--- src/hw/ocd_regs.vh ---
// Function
// comparator path maps low bit 0, high 1
// data path maps low bit -1, high +1
// comparator result is unsigned straight binary
// comparator latency is osr times order clocks
// filter order selectable as three, two, one
// step settles in about order output samples
// high crossing drives high warning output low
// low crossing drives low warning output low
// capture request forces both warnings low first
// data trigger crossing drives both warnings high
// software gives thresholds as full-scale percentages; the code takes the trigger threshold as a raw 16-bit data value
// trigger, high and low thresholds kept separately
// software selects channel one as trigger channel; the code has one data channel and no channel select
// short comparator ratio reacts before data path
// data result is 16-bit signed, clip to clip
// crossing is at-or-above high, at-or-below low
`ifndef OCD_REGS_VH
`define OCD_REGS_VH

`define ACC_W          26
`define OSR_W          9

`define OFF_CTRL       8'h00
`define OFF_CMP_OSR    8'h04
`define OFF_CMP_ORDER  8'h08
`define OFF_DAT_OSR    8'h0c
`define OFF_DAT_ORDER  8'h10
`define OFF_DAT_SHIFT  8'h14
`define OFF_HIGH_PCT   8'h18
`define OFF_LOW_PCT    8'h1c
`define OFF_TRIG       8'h20
`define OFF_DAT_RES    8'h24
`define OFF_CMP_RES    8'h28
`define OFF_STATUS     8'h2c
`define OFF_INT_CLR    8'h30
`define OFF_INT_EN     8'h34
`define OFF_STATE      8'h38

`define CTRL_ENABLE    0
`define CTRL_CAPTURE   1

`define EV_HIGH        0
`define EV_LOW         1
`define EV_TRIG        2
`define EV_DATA        3
`define EV_W           4

`define RST_CTRL       1'b0
`define RST_CMP_OSR    9'h008
`define RST_CMP_ORDER  2'h3
`define RST_DAT_OSR    9'h100
`define RST_DAT_ORDER  2'h3
`define RST_DAT_SHIFT  5'h09
`define RST_HIGH_PCT   7'h64
`define RST_LOW_PCT    7'h00
`define RST_TRIG       16'h0000
`define PCT_FULL       7'h64

`endif

--- src/hw/pin_sync.v ---
`timescale 1ns/100ps
`default_nettype none
module pin_sync #(
    parameter W = 2
) (
    // clock and reset
    input  wire         mclk,
    input  wire         resetn,
    // pins in, synchronised out
    input  wire [W-1:0] pin_in,
    output reg  [W-1:0] sync_out
);
    reg [W-1:0] meta_q;

    always @(posedge mclk or negedge resetn) begin
        if (!resetn) begin
            meta_q   <= {W{1'b0}};
            sync_out <= {W{1'b0}};
        end else begin
            meta_q   <= pin_in;
            sync_out <= meta_q;
        end
    end
endmodule
`default_nettype wire

--- src/hw/sinc_filter.v ---
`timescale 1ns/100ps
`default_nettype none
`include "ocd_regs.vh"
module sinc_filter #(
    parameter W       = 26,
    parameter OW      = 9,
    parameter BIPOLAR = 0
) (
    // clock and reset
    input  wire                mclk,
    input  wire                resetn,
    // control
    input  wire                enable,
    input  wire [OW-1:0]       osr,
    input  wire [1:0]          order,
    // modulator bit stream
    input  wire                bit_in,
    input  wire                bit_valid,
    // decimated result
    output reg  signed [W-1:0] result,
    output reg                 result_valid
);
    wire signed [W-1:0] one_v  = {{(W-1){1'b0}}, 1'b1};
    wire signed [W-1:0] low_v  = BIPOLAR ? {W{1'b1}} : {W{1'b0}};
    wire signed [W-1:0] x_v    = bit_in ? one_v : low_v;
    wire [OW-1:0]       osr_m1 = (osr == {OW{1'b0}}) ? {OW{1'b0}} : osr - 1'b1;
    wire [1:0]          ord_ix = (order == 2'h0) ? 2'h0 : order - 2'h1;

    reg  signed [W-1:0] integ_q [0:2];
    reg  signed [W-1:0] prev_q  [0:2];
    wire signed [W-1:0] comb_in [0:3];
    reg  [OW-1:0]       cnt_q;
    reg                 dec_q;

    assign comb_in[0] = integ_q[ord_ix];

    genvar k;
    generate
        for (k = 0; k < 3; k = k + 1) begin : stage
            wire signed [W-1:0] feed;
            if (k == 0) begin : first
                assign feed = x_v;
            end else begin : chain
                assign feed = integ_q[k-1];
            end
            // one comb per order; settles in about order samples
            assign comb_in[k+1] = comb_in[k] - prev_q[k];
            always @(posedge mclk or negedge resetn) begin
                if (!resetn) begin
                    integ_q[k] <= {W{1'b0}};
                    prev_q[k]  <= {W{1'b0}};
                end else if (!enable) begin
                    integ_q[k] <= {W{1'b0}};
                    prev_q[k]  <= {W{1'b0}};
                end else begin
                    if (bit_valid)
                        integ_q[k] <= integ_q[k] + feed;
                    if (dec_q)
                        prev_q[k] <= comb_in[k];
                end
            end
        end
    endgenerate

    // decimate by osr; order integrators plus order combs (sinc^order)
    always @(posedge mclk or negedge resetn) begin
        if (!resetn) begin
            cnt_q        <= {OW{1'b0}};
            dec_q        <= 1'b0;
            result       <= {W{1'b0}};
            result_valid <= 1'b0;
        end else begin
            dec_q        <= 1'b0;
            result_valid <= 1'b0;
            if (!enable) begin
                cnt_q <= {OW{1'b0}};
            end else begin
                if (bit_valid) begin
                    if (cnt_q >= osr_m1) begin
                        cnt_q <= {OW{1'b0}};
                        dec_q <= 1'b1;
                    end else begin
                        cnt_q <= cnt_q + 1'b1;
                    end
                end
                if (dec_q) begin
                    result       <= comb_in[ord_ix + 2'h1];
                    result_valid <= 1'b1;
                end
            end
        end
    end
endmodule
`default_nettype wire

--- src/hw/overcurrent_comparator.v ---
// Design decisions made here: the address map and the address-and-strobe port.
`timescale 1ns/100ps
`default_nettype none
`include "ocd_regs.vh"
module overcurrent_comparator (
    // clock and reset
    input  wire        mclk,
    input  wire        resetn,
    // modulator pins
    input  wire        mod_clk_pin,
    input  wire        mod_data_pin,
    // register port
    input  wire [7:0]  addr,
    input  wire [31:0] wdata,
    input  wire        wr,
    input  wire        rd,
    output reg  [31:0] rdata,
    // warnings and interrupt
    output reg         high_warn_n,
    output reg         low_warn_n,
    output reg         irq
);
    localparam W  = `ACC_W;
    localparam OW = `OSR_W;

    // pin sampling
    wire [1:0] pins_s;
    reg        mclk_prev_q;
    wire       mod_clk_s  = pins_s[0];
    wire       mod_data_s = pins_s[1];
    wire       bit_tick   = mod_clk_s & ~mclk_prev_q;

    pin_sync #(
        .W(2)
    ) u_sync (
        .mclk    (mclk),
        .resetn  (resetn),
        .pin_in  ({mod_data_pin, mod_clk_pin}),
        .sync_out(pins_s)
    );

    always @(posedge mclk or negedge resetn) begin
        if (!resetn)
            mclk_prev_q <= 1'b0;
        else
            mclk_prev_q <= mod_clk_s;
    end

    // configuration registers
    reg                 enable_q;
    reg  [OW-1:0]       cmp_osr_q;
    reg  [1:0]          cmp_order_q;
    reg  [OW-1:0]       dat_osr_q;
    reg  [1:0]          dat_order_q;
    reg  [4:0]          dat_shift_q;
    reg  [6:0]          high_pct_q;
    reg  [6:0]          low_pct_q;
    reg  signed [15:0]  trig_q;
    reg  [`EV_W-1:0]    int_en_q;
    reg  [`EV_W-1:0]    status_q;
    reg  [`EV_W-1:0]    status_d;

    wire wr_ctrl = wr && (addr == `OFF_CTRL);
    wire capture = wr_ctrl && wdata[`CTRL_CAPTURE];
    wire [`EV_W-1:0] clr_v = (wr && (addr == `OFF_INT_CLR)) ? wdata[`EV_W-1:0] : {`EV_W{1'b0}};

    always @(posedge mclk or negedge resetn) begin
        if (!resetn) begin
            enable_q    <= `RST_CTRL;
            cmp_osr_q   <= `RST_CMP_OSR;
            cmp_order_q <= `RST_CMP_ORDER;
            dat_osr_q   <= `RST_DAT_OSR;
            dat_order_q <= `RST_DAT_ORDER;
            dat_shift_q <= `RST_DAT_SHIFT;
            high_pct_q  <= `RST_HIGH_PCT;
            low_pct_q   <= `RST_LOW_PCT;
            trig_q      <= `RST_TRIG;
            int_en_q    <= {`EV_W{1'b0}};
        end else if (wr) begin
            case (addr)
                `OFF_CTRL:      enable_q    <= wdata[`CTRL_ENABLE];
                `OFF_CMP_OSR:   cmp_osr_q   <= wdata[OW-1:0];
                `OFF_CMP_ORDER: cmp_order_q <= wdata[1:0];
                `OFF_DAT_OSR:   dat_osr_q   <= wdata[OW-1:0];
                `OFF_DAT_ORDER: dat_order_q <= wdata[1:0];
                `OFF_DAT_SHIFT: dat_shift_q <= wdata[4:0];
                `OFF_HIGH_PCT:  high_pct_q  <= wdata[6:0];
                `OFF_LOW_PCT:   low_pct_q   <= wdata[6:0];
                `OFF_TRIG:      trig_q      <= wdata[15:0];
                `OFF_INT_EN:    int_en_q    <= wdata[`EV_W-1:0];
                default: ;
            endcase
        end
    end

    // the two filter paths
    wire signed [W-1:0] cmp_res;
    wire                cmp_valid;
    wire signed [W-1:0] dat_res;
    wire                dat_valid;

    // unipolar accumulation
    sinc_filter #(
        .W      (W),
        .OW     (OW),
        .BIPOLAR(0)
    ) u_cmp (
        .mclk        (mclk),
        .resetn      (resetn),
        .enable      (enable_q),
        .osr         (cmp_osr_q),
        .order       (cmp_order_q),
        .bit_in      (mod_data_s),
        .bit_valid   (bit_tick),
        .result      (cmp_res),
        .result_valid(cmp_valid)
    );

    // bipolar accumulation
    sinc_filter #(
        .W      (W),
        .OW     (OW),
        .BIPOLAR(1)
    ) u_dat (
        .mclk        (mclk),
        .resetn      (resetn),
        .enable      (enable_q),
        .osr         (dat_osr_q),
        .order       (dat_order_q),
        .bit_in      (mod_data_s),
        .bit_valid   (bit_tick),
        .result      (dat_res),
        .result_valid(dat_valid)
    );

    // comparator full scale osr^order
    wire [W-1:0]  cmp_u = cmp_res;
    wire [OW-1:0] cosr  = (cmp_osr_q == {OW{1'b0}}) ? {{(OW-1){1'b0}}, 1'b1} : cmp_osr_q;
    wire [17:0]   fs2   = cosr * cosr;
    wire [26:0]   fs3   = fs2 * cosr;
    reg  [31:0]   fs;

    always @* begin
        case (cmp_order_q)
            2'h2:    fs = {14'h0000, fs2};
            2'h3:    fs = {5'h00, fs3};
            default: fs = {23'h000000, cosr};
        endcase
    end

    wire [39:0] cmp_x100 = {14'h0000, cmp_u} * {33'h0, `PCT_FULL};
    wire [39:0] high_lim = {33'h0, high_pct_q} * {8'h00, fs};
    wire [39:0] low_lim  = {33'h0, low_pct_q} * {8'h00, fs};
    wire        high_hit = cmp_valid && (cmp_x100 >= high_lim);
    wire        low_hit  = cmp_valid && (cmp_x100 <= low_lim);

    // data result scaled and clipped to 16 bits
    wire signed [W-1:0] dsh    = dat_res >>> dat_shift_q;
    wire signed [W-1:0] dmax   = {{(W-16){1'b0}}, 16'h7fff};
    wire signed [W-1:0] dmin   = {{(W-16){1'b1}}, 16'h8000};
    wire signed [15:0]  dat16  = (dsh > dmax) ? 16'sh7fff :
                                 (dsh < dmin) ? 16'sh8000 : dsh[15:0];
    reg  signed [15:0]  dat16_q;
    reg  [W-1:0]        cmp_u_q;
    reg                 dat_below_q;
    reg                 waiting_q;
    reg                 armed_q;

    wire trig_hit = dat_valid && waiting_q && dat_below_q && (dat16 >= trig_q);

    // warning sequencing
    always @(posedge mclk or negedge resetn) begin
        if (!resetn) begin
            high_warn_n <= 1'b1;
            low_warn_n  <= 1'b1;
            waiting_q   <= 1'b0;
            armed_q     <= 1'b0;
            dat_below_q <= 1'b0;
            dat16_q     <= 16'h0000;
            cmp_u_q     <= {W{1'b0}};
        end else begin
            if (dat_valid) begin
                dat16_q     <= dat16;
                dat_below_q <= (dat16 < trig_q);
            end
            if (cmp_valid)
                cmp_u_q <= cmp_u;
            if (capture) begin
                high_warn_n <= 1'b0;
                low_warn_n  <= 1'b0;
                waiting_q   <= 1'b1;
                armed_q     <= 1'b0;
                dat_below_q <= 1'b0;
            end else if (trig_hit) begin
                high_warn_n <= 1'b1;
                low_warn_n  <= 1'b1;
                waiting_q   <= 1'b0;
                armed_q     <= 1'b1;
            end else if (armed_q) begin
                if (high_hit)
                    high_warn_n <= 1'b0;
                if (low_hit)
                    low_warn_n <= 1'b0;
            end
        end
    end

    // sticky events, set beats clear
    always @* begin
        status_d = (status_q & ~clr_v) |
                   {dat_valid, trig_hit, low_hit, high_hit};
    end

    always @(posedge mclk or negedge resetn) begin
        if (!resetn) begin
            status_q <= {`EV_W{1'b0}};
            irq      <= 1'b0;
        end else begin
            status_q <= status_d;
            irq      <= |(status_d & int_en_q);
        end
    end

    // read port
    always @(posedge mclk or negedge resetn) begin
        if (!resetn) begin
            rdata <= 32'h00000000;
        end else if (rd) begin
            case (addr)
                `OFF_CTRL:      rdata <= {31'h0, enable_q};
                `OFF_CMP_OSR:   rdata <= {23'h0, cmp_osr_q};
                `OFF_CMP_ORDER: rdata <= {30'h0, cmp_order_q};
                `OFF_DAT_OSR:   rdata <= {23'h0, dat_osr_q};
                `OFF_DAT_ORDER: rdata <= {30'h0, dat_order_q};
                `OFF_DAT_SHIFT: rdata <= {27'h0, dat_shift_q};
                `OFF_HIGH_PCT:  rdata <= {25'h0, high_pct_q};
                `OFF_LOW_PCT:   rdata <= {25'h0, low_pct_q};
                `OFF_TRIG:      rdata <= {16'h0, trig_q};
                `OFF_DAT_RES:   rdata <= {{16{dat16_q[15]}}, dat16_q};
                `OFF_CMP_RES:   rdata <= {6'h00, cmp_u_q};
                `OFF_STATUS:    rdata <= {28'h0, status_q};
                `OFF_INT_EN:    rdata <= {28'h0, int_en_q};
                `OFF_STATE:     rdata <= {28'h0, armed_q, waiting_q, low_warn_n, high_warn_n};
                default:        rdata <= 32'h00000000;
            endcase
        end else begin
            rdata <= 32'h00000000;
        end
    end
endmodule
`default_nettype wire

--- config.mk ---
export PLATFORM = sky130hd
export DESIGN_NAME = overcurrent_comparator
export DESIGN_NICKNAME = d
export VERILOG_FILES = /design/src/hw/pin_sync.v /design/src/hw/sinc_filter.v /design/src/hw/overcurrent_comparator.v
export VERILOG_INCLUDE_DIRS = /design/src /design/src/hw
export SDC_FILE = /design/constraint.sdc
export NUM_CORES = 2
export LEC_CHECK = 0
export BUFFER_PORTS_ARGS = -buffer_cell sky130_fd_sc_hd__buf_4
export CAP_MARGIN = 10
export CELL_PAD_IN_SITES_DETAIL_PLACEMENT = 0
export CELL_PAD_IN_SITES_GLOBAL_PLACEMENT = 2
export CORE_MARGIN = 5
export CORE_UTILIZATION = 37
export DETAILED_ROUTE_END_ITERATION = 8
export GPL_TIMING_DRIVEN = 0
export PLACE_DENSITY_LB_ADDON = 0.08
export SYNTH_ARGS = -nofsm -noshare
export SYNTH_HDL_FRONTEND = slang
export SYNTH_SLANG_ARGS = --single-unit
--- constraint.sdc ---
create_clock -name mclk -period 14.8 [get_ports mclk]
set_input_delay 4.44 -clock mclk [delete_from_list [all_inputs] [get_ports mclk]]
set_output_delay 4.44 -clock mclk [all_outputs]
set_load 0.05 [all_outputs]
# Yosys cells after proc, flatten, opt, wreduce, memory -nomap -nowiden
# Index checks and enable logic that the tools add are counted.
# op_classes
magnitude_cmp,12
reduce_logical,33
n_eq_ne,19
bitwise_logic,10
multipliers,5
div,0
shift,1
muxes,79
addsub,20
# op_table
op,count
$mux W26,33
$pmux W32 S14,1
$bmux W26 S2,4
$add A26 B26 Y26,6
$sub A26 B26 Y26,6
$mux W9,9
$mul A7 B32 Y39,2
$eq A8 B6 Y1 const B,7
$pmux W27 S2,1
$ge A33 B39 Y1,1
$le A33 B39 Y1,1
$eq A8 B5 Y1 const B,4
$mux W16,2
$mux W32,1
$mul A26 B5 Y31 const B,1
$reduce_and A2 Y1,14
$mul A18 B9 Y27,1
$gt A26 B16 Y1 const B,1
$lt A26 B16 Y1 const B,1
$sshr A26 B5 Y26,1
$mux W1,25
$add A9 B1 Y9 const B,2
$ge A9 B9 Y1,2
$logic_not A9 Y1,2
26 further kinds,51
# totals
latch_bits,0
memories,0
ff_bits,537
out_inout_bits,35
input_bits,46
mem_bits_ro,0
ramBits,0
wordCells,222

# Depth between registers and ports, before layout
# depth
ltp_word,12
depth_mapped,69
depth_no_buf,65

# Modules after synthesis
# A second synthesis with hierarchy kept.
# unflattened
cells_unflattened,7266
area_unflattened_um2,63510.9
# by_module_without_submodules
module,instances,cells_each,area_each_um2,seq_area_each_um2
overcurrent_comparator,1,3521,30972.2,3569.7
sinc_filter at u_dat,1,1938,16769.8,4829.6
sinc_filter at u_cmp,1,1803,15668.8,4829.6
pin_sync,1,4,100.1,100.1

# Worst setup path after synthesis
# OpenSTA, ideal clock, no wires.
# synth_path
kind,register to register
start,register cmp_osr_q[3]
end,register irq
slack_ps,-181
n_path_buf,3
setup_time_ps,126
t_required_ps,14674
synth_period_minus_slack_ps,14981
stages_incl_launch_ff,62
arrival_ps,14855
cell_sequence,dfstp_2 -> clkbuf_1 -> clkbuf_1 -> nand2_1 -> fa_1 -> fa_1 -> inv_1 -> ha_1 -> inv_1 -> fa_1 -> inv_1 -> ha_1 -> a21o_1 -> a21oi_1 -> o21ai_0 -> a21oi_1 -> o21ai_0 -> a211oi_1 -> (+26 left out) -> ha_1 -> a21o_1 -> a21oi_1 -> o21ai_0 -> a221o_1 -> a21oi_2 -> o21bai_1 -> a21oi_1 -> xnor2_1 -> ha_1 -> nand4_1 -> o21ai_0 -> a21o_1 -> a21oi_1 -> o41ai_1 -> nand4_1 -> or4_4 -> a311o_1
# synth_via
elab_chain_len,11
elab_cells_between_ends,14
# synth_lines
element,line_no,rtl
from (decl),overcurrent_comparator.v:51,reg [OW-1:0] cmp_osr_q;
from (signal assigned),overcurrent_comparator.v:70,cmp_osr_q <= `RST_CMP_OSR;
from (signal assigned),overcurrent_comparator.v:82,`OFF_CMP_OSR: cmp_osr_q <= wdata[OW-1:0];
$logic_not A9 Y1,overcurrent_comparator.v:138,"wire [OW-1:0] cosr = (cmp_osr_q == {OW{1'b0}}) ? {{(OW-1){1'b0}}, 1'b1} : cmp_osr_q;"
$mux W9 (*),overcurrent_comparator.v:138,
$mul A9 B9 Y18,overcurrent_comparator.v:139,wire [17:0] fs2 = cosr * cosr;
$mul A18 B9 Y27,overcurrent_comparator.v:140,wire [26:0] fs3 = fs2 * cosr;
$pmux W27 S2 (*),overcurrent_comparator.v:144,case (cmp_order_q)
$mul A7 B32 Y39 (on tied branches),"overcurrent_comparator.v:152, overcurrent_comparator.v:153",
$ge A33 B39 Y1 / $le A33 B39 Y1 (equally long branches),"overcurrent_comparator.v:154, overcurrent_comparator.v:155",
$logic_and A1 B1 Y1 (on tied branches),"overcurrent_comparator.v:154, overcurrent_comparator.v:155",
$or A4 B4 Y4 (*),overcurrent_comparator.v:210,status_d = (status_q & ~clr_v) |
$and A4 B4 Y4 (*),overcurrent_comparator.v:220,irq <= |(status_d & int_en_q);
$reduce_or A4 Y1 (*),overcurrent_comparator.v:220,
to (signal assigned),overcurrent_comparator.v:220,
to (decl),overcurrent_comparator.v:21,output reg irq
# Every way passes the cells marked *; elsewhere a longest branch is shown, timed or not.
# A chain may end at the register's enable or synchronous reset.

# Worst setup path after layout
# Ends and elaborated chain as after synthesis.

==> results.sh <==
export IMPL_hold_depth=0
export IMPL_cts_max_path_buffers=3
export IMPL_rrSetupSlack_ps=-270
export IMPL_setup_viol=3
export IMPL_p_leak_nw=31.7
export IMPL_hp_start="u_sync.meta_q[1]"
export IMPL_max_vdd_ir_drop_mv=0.140
export IMPL_final_common_cell="inv_1"
export IMPL_outcome="finished with violations"
export IMPL_via_count=50717
export IMPL_netlist_area_mm2=0.0605
export IMPL_cts_hold_buf=0
export IMPL_r2r_start="cmp_osr_q[3]"
export IMPL_wl_um=206000
export IMPL_worst_ep_required_time_ps=15300
export IMPL_placed_cells=9317
export IMPL_die_w_um=414
export IMPL_synthToLayoutAreaGrowth_pct=15.3
export IMPL_grt_pass1_vias=52127
export IMPL_drt_vias_per_instance=5.27
export IMPL_failed_checks="setup timing"
export IMPL_final_nets=8513
export IMPL_ys_seq_area_share_pct=22.0
export IMPL_dr_pass1_iters=5
export IMPL_postLayoutSetupSlackWorst_ps=-271
export IMPL_n_fill_cell=16470
export IMPL_final_max_slew_viol_count=0
export IMPL_core_area_mm2=0.163
export IMPL_tns_ps=-407
export IMPL_die_area_mm2=0.172
export IMPL_path_class="reg2reg"
export IMPL_end_kind="flop"
export IMPL_cp_data_arrival_time_ps=15570
export IMPL_clock_latency_ps=650
export IMPL_period_share_pct=102
export IMPL_synth_main_ff_cell="dfrtp_1"
export IMPL_cts_sinks=532
export IMPL_tightest_slew_ps=1260
export IMPL_drt_iter0_markers=2690
export IMPL_cts_tree="built"
export IMPL_worstHoldEndpoint="u_sync.sync_out[1]"
export IMPL_finalNonFillerCells=9620
export IMPL_root_buffer="clkbuf_16"
export IMPL_path_common_cell="fa_1"
export IMPL_synth_nets=8189
export IMPL_async_flop_share_pct=100
export IMPL_cp_max_fo=7
export IMPL_synth_warnings=0
export IMPL_pre_cts_ws_ps=-4220
export IMPL_max_cap_violations=0
export IMPL_gr_total_overflow=0
export IMPL_drive_above_1_share_pct=11.8
export IMPL_hpwl_um=164000
export IMPL_rsz0062_at_grt="true"
export IMPL_grt_antenna_before_repair=6
export IMPL_dieHeight_um=414
export IMPL_post_synth_num_cell_types=93
export IMPL_r2r_end="irq"
export IMPL_worstHoldPathType="reg2reg"
export IMPL_clk_pin_slew_ps=60
export IMPL_powerDensity_mw_per_mm2=83.3
export IMPL_period_needed_ps=15070
export IMPL_synth_seq_cells=532
export IMPL_max_stage_delay_ps=670
export IMPL_clock_fmax_mhz=66.4
export IMPL_postSynthCellCount=7071
export IMPL_synth_edf_count=0
export IMPL_num_rows=148
export IMPL_grt_pass1_wl_um=319000
export IMPL_synth_area_per_cell_um2=8.56
export IMPL_h_tree_depth=3
export IMPL_design_portCount=81
export IMPL_post_drt_wl_per_cell_um=21.5
export IMPL_skew_ps=33.6
export IMPL_grtUsageTotal_pct=23.6
export IMPL_port_buffers=62
export IMPL_hold_worst_slack_ps=349
export IMPL_grt_max_degree=99
export IMPL_final_cell_mix="727 x inv_1, 719 x nand2_1, 660 x nor2_1, 619 x ha_1, 519 x a21oi_1"
export IMPL_critPathLaunchType="flop"
export IMPL_hold_viol=0
export IMPL_ant_nets=0
export IMPL_place_congestion=0.871
export IMPL_drc=0
export IMPL_placed_cell_area_mm2=0.0640
export IMPL_cts_buffers=67
export IMPL_stdcell_area_mm2=0.0698
export IMPL_slew_headroom_pct=16.1
export IMPL_worst_path_max_delay_cell="or4_4"
export IMPL_start_util_pct=37.2
export IMPL_ff2ff_path_depth=60
## cells in the mapped netlist, types with 12 or more instances
cell,n,area (um^2)
or2_2,36,225
a21oi_1,553,2770
buf_1,50,188
o211ai_1,33,248
o21ai_0,310,1550
nand3_1,87,435
a2111oi_0,14,123
nor2b_1,65,407
mux2_2,120,1350
inv_1,756,2840
dfstp_2,13,342
o31ai_1,27,203
o21bai_1,58,435
o22ai_1,17,106
a21o_1,183,1370
a31oi_1,45,282
fa_1,420,8410
xnor2_1,247,2160
a22oi_1,27,203
nor2_1,690,2590
nand4_1,59,369
a22o_1,12,105
clkbuf_1,211,792
dfrtp_1,519,13000
nand2b_1,57,357
a211oi_1,58,435
nor4_1,17,106
xor2_1,132,1160
ha_1,652,8160
and2_1,148,926
nor3_1,71,355
and3_1,52,325
or3_1,48,300
mux2i_1,260,2600
o21a_1,61,458
nand2_1,735,2760
a21boi_0,13,97.6
## layout make-up
cell class              count  area [um^2]  area share (%)
diodes                      1         2.50         0.00358
plain buffers             267         1430            2.05
clock buffers              96         1910            2.73
clock inverters            22          284           0.407
inverters                 762         2880            4.12
multi-input cells        5501        44900            64.4
flip-flops and latches    532        13300            19.1
well taps                2175         2720            3.90
repair buffers            264         2310            3.31
## worst max-delay path by stage
stage,slack [ps],to,start
finish,-270,irq,cmp_osr_q[3]
global route,-700,irq,cmp_osr_q[3]
CTS,-150,irq,cmp_osr_q[8]
detailed placement,-4220,irq,cmp_osr_q[8]
global placement,-4230,irq,cmp_osr_q[8]
floorplan,90,irq,cmp_osr_q[3]
## power by group
part           switching [mW]  internal (mW)  total (mW)
registers              0.0125           1.47        1.48
logic                    1.61           1.04        2.65
clock network           0.705          0.987        1.69
total                    2.33           3.49        5.82
## sequential cells by signal, summed over array words and instances, names as in the netlist, 9 cells and up
register,count
u_cmp.prev_q,78
u_dat.prev_q,78
u_cmp.stage.feed,52
u_dat.stage.feed,52
rdata,27
cmp_u_q,26
u_cmp.integ_q,26
u_cmp.result,26
u_dat.integ_q,26
u_dat.result,26
dat16_q,16
trig_q,16
cmp_osr_q,9
dat_osr_q,9
u_cmp.cnt_q,9
u_dat.cnt_q,9
## stage by stage
step / total power [mW] / utilization [%]
final: 5.82 / 42.9
after global routing: 6.23 / 42.9
after CTS: 5.87 / 42.3
after detailed placement: 4.07 / 39.3
after global placement: 4.08 / 39.1
after floorplan: 3.37 / -
## timing repair
| action | 4_1_cts | 5_1_grt |
|---|---|---|
| resized for setup | 363 | 130 |
| setup buffers | 129 | 64 |
| pin swaps | 124 | 126 |
| setup endpoints to repair | 5 | 5 |
## logic make-up after synthesis
family | Yosys count | share of synthesized area, %
buf+inv | 1038 | 6.49
flops | 532 | 22.0
compound gates | 1552 | 16.0
mux | 391 | 6.94
simple gates | 2105 | 15.7
fa+ha+maj | 1072 | 27.4
other cells | 2 | 0.0124
xor+xnor | 379 | 5.48
## critical path: cells and delay by family (launching register included)
family | cells | cell delay, ps
xor gates and xnor gates | 2 | 660
buffers and inverters | 15 | 1540
adders and majority gates | 16 | 6900
DFF | 1 | 570
AOI/OAI and AO/OA | 18 | 3100
and+or+nand+nor | 9 | 2120
## metal layers
layer | up-vias | GRT usage [%] | wire, um | part of all wire [%]
li1 | 24683 | - | - | -
met1 | 25108 | 31.3 | 93400 | 45
met2 | 705 | 41.6 | 102000 | 49
met3 | 221 | 1.55 | 5300 | 2.6
met4 | 0 | 6.86 | 6060 | 2.9
met5 | - | 0 | 0 | 0
Note: power is estimated with default switching activity, not from simulation.
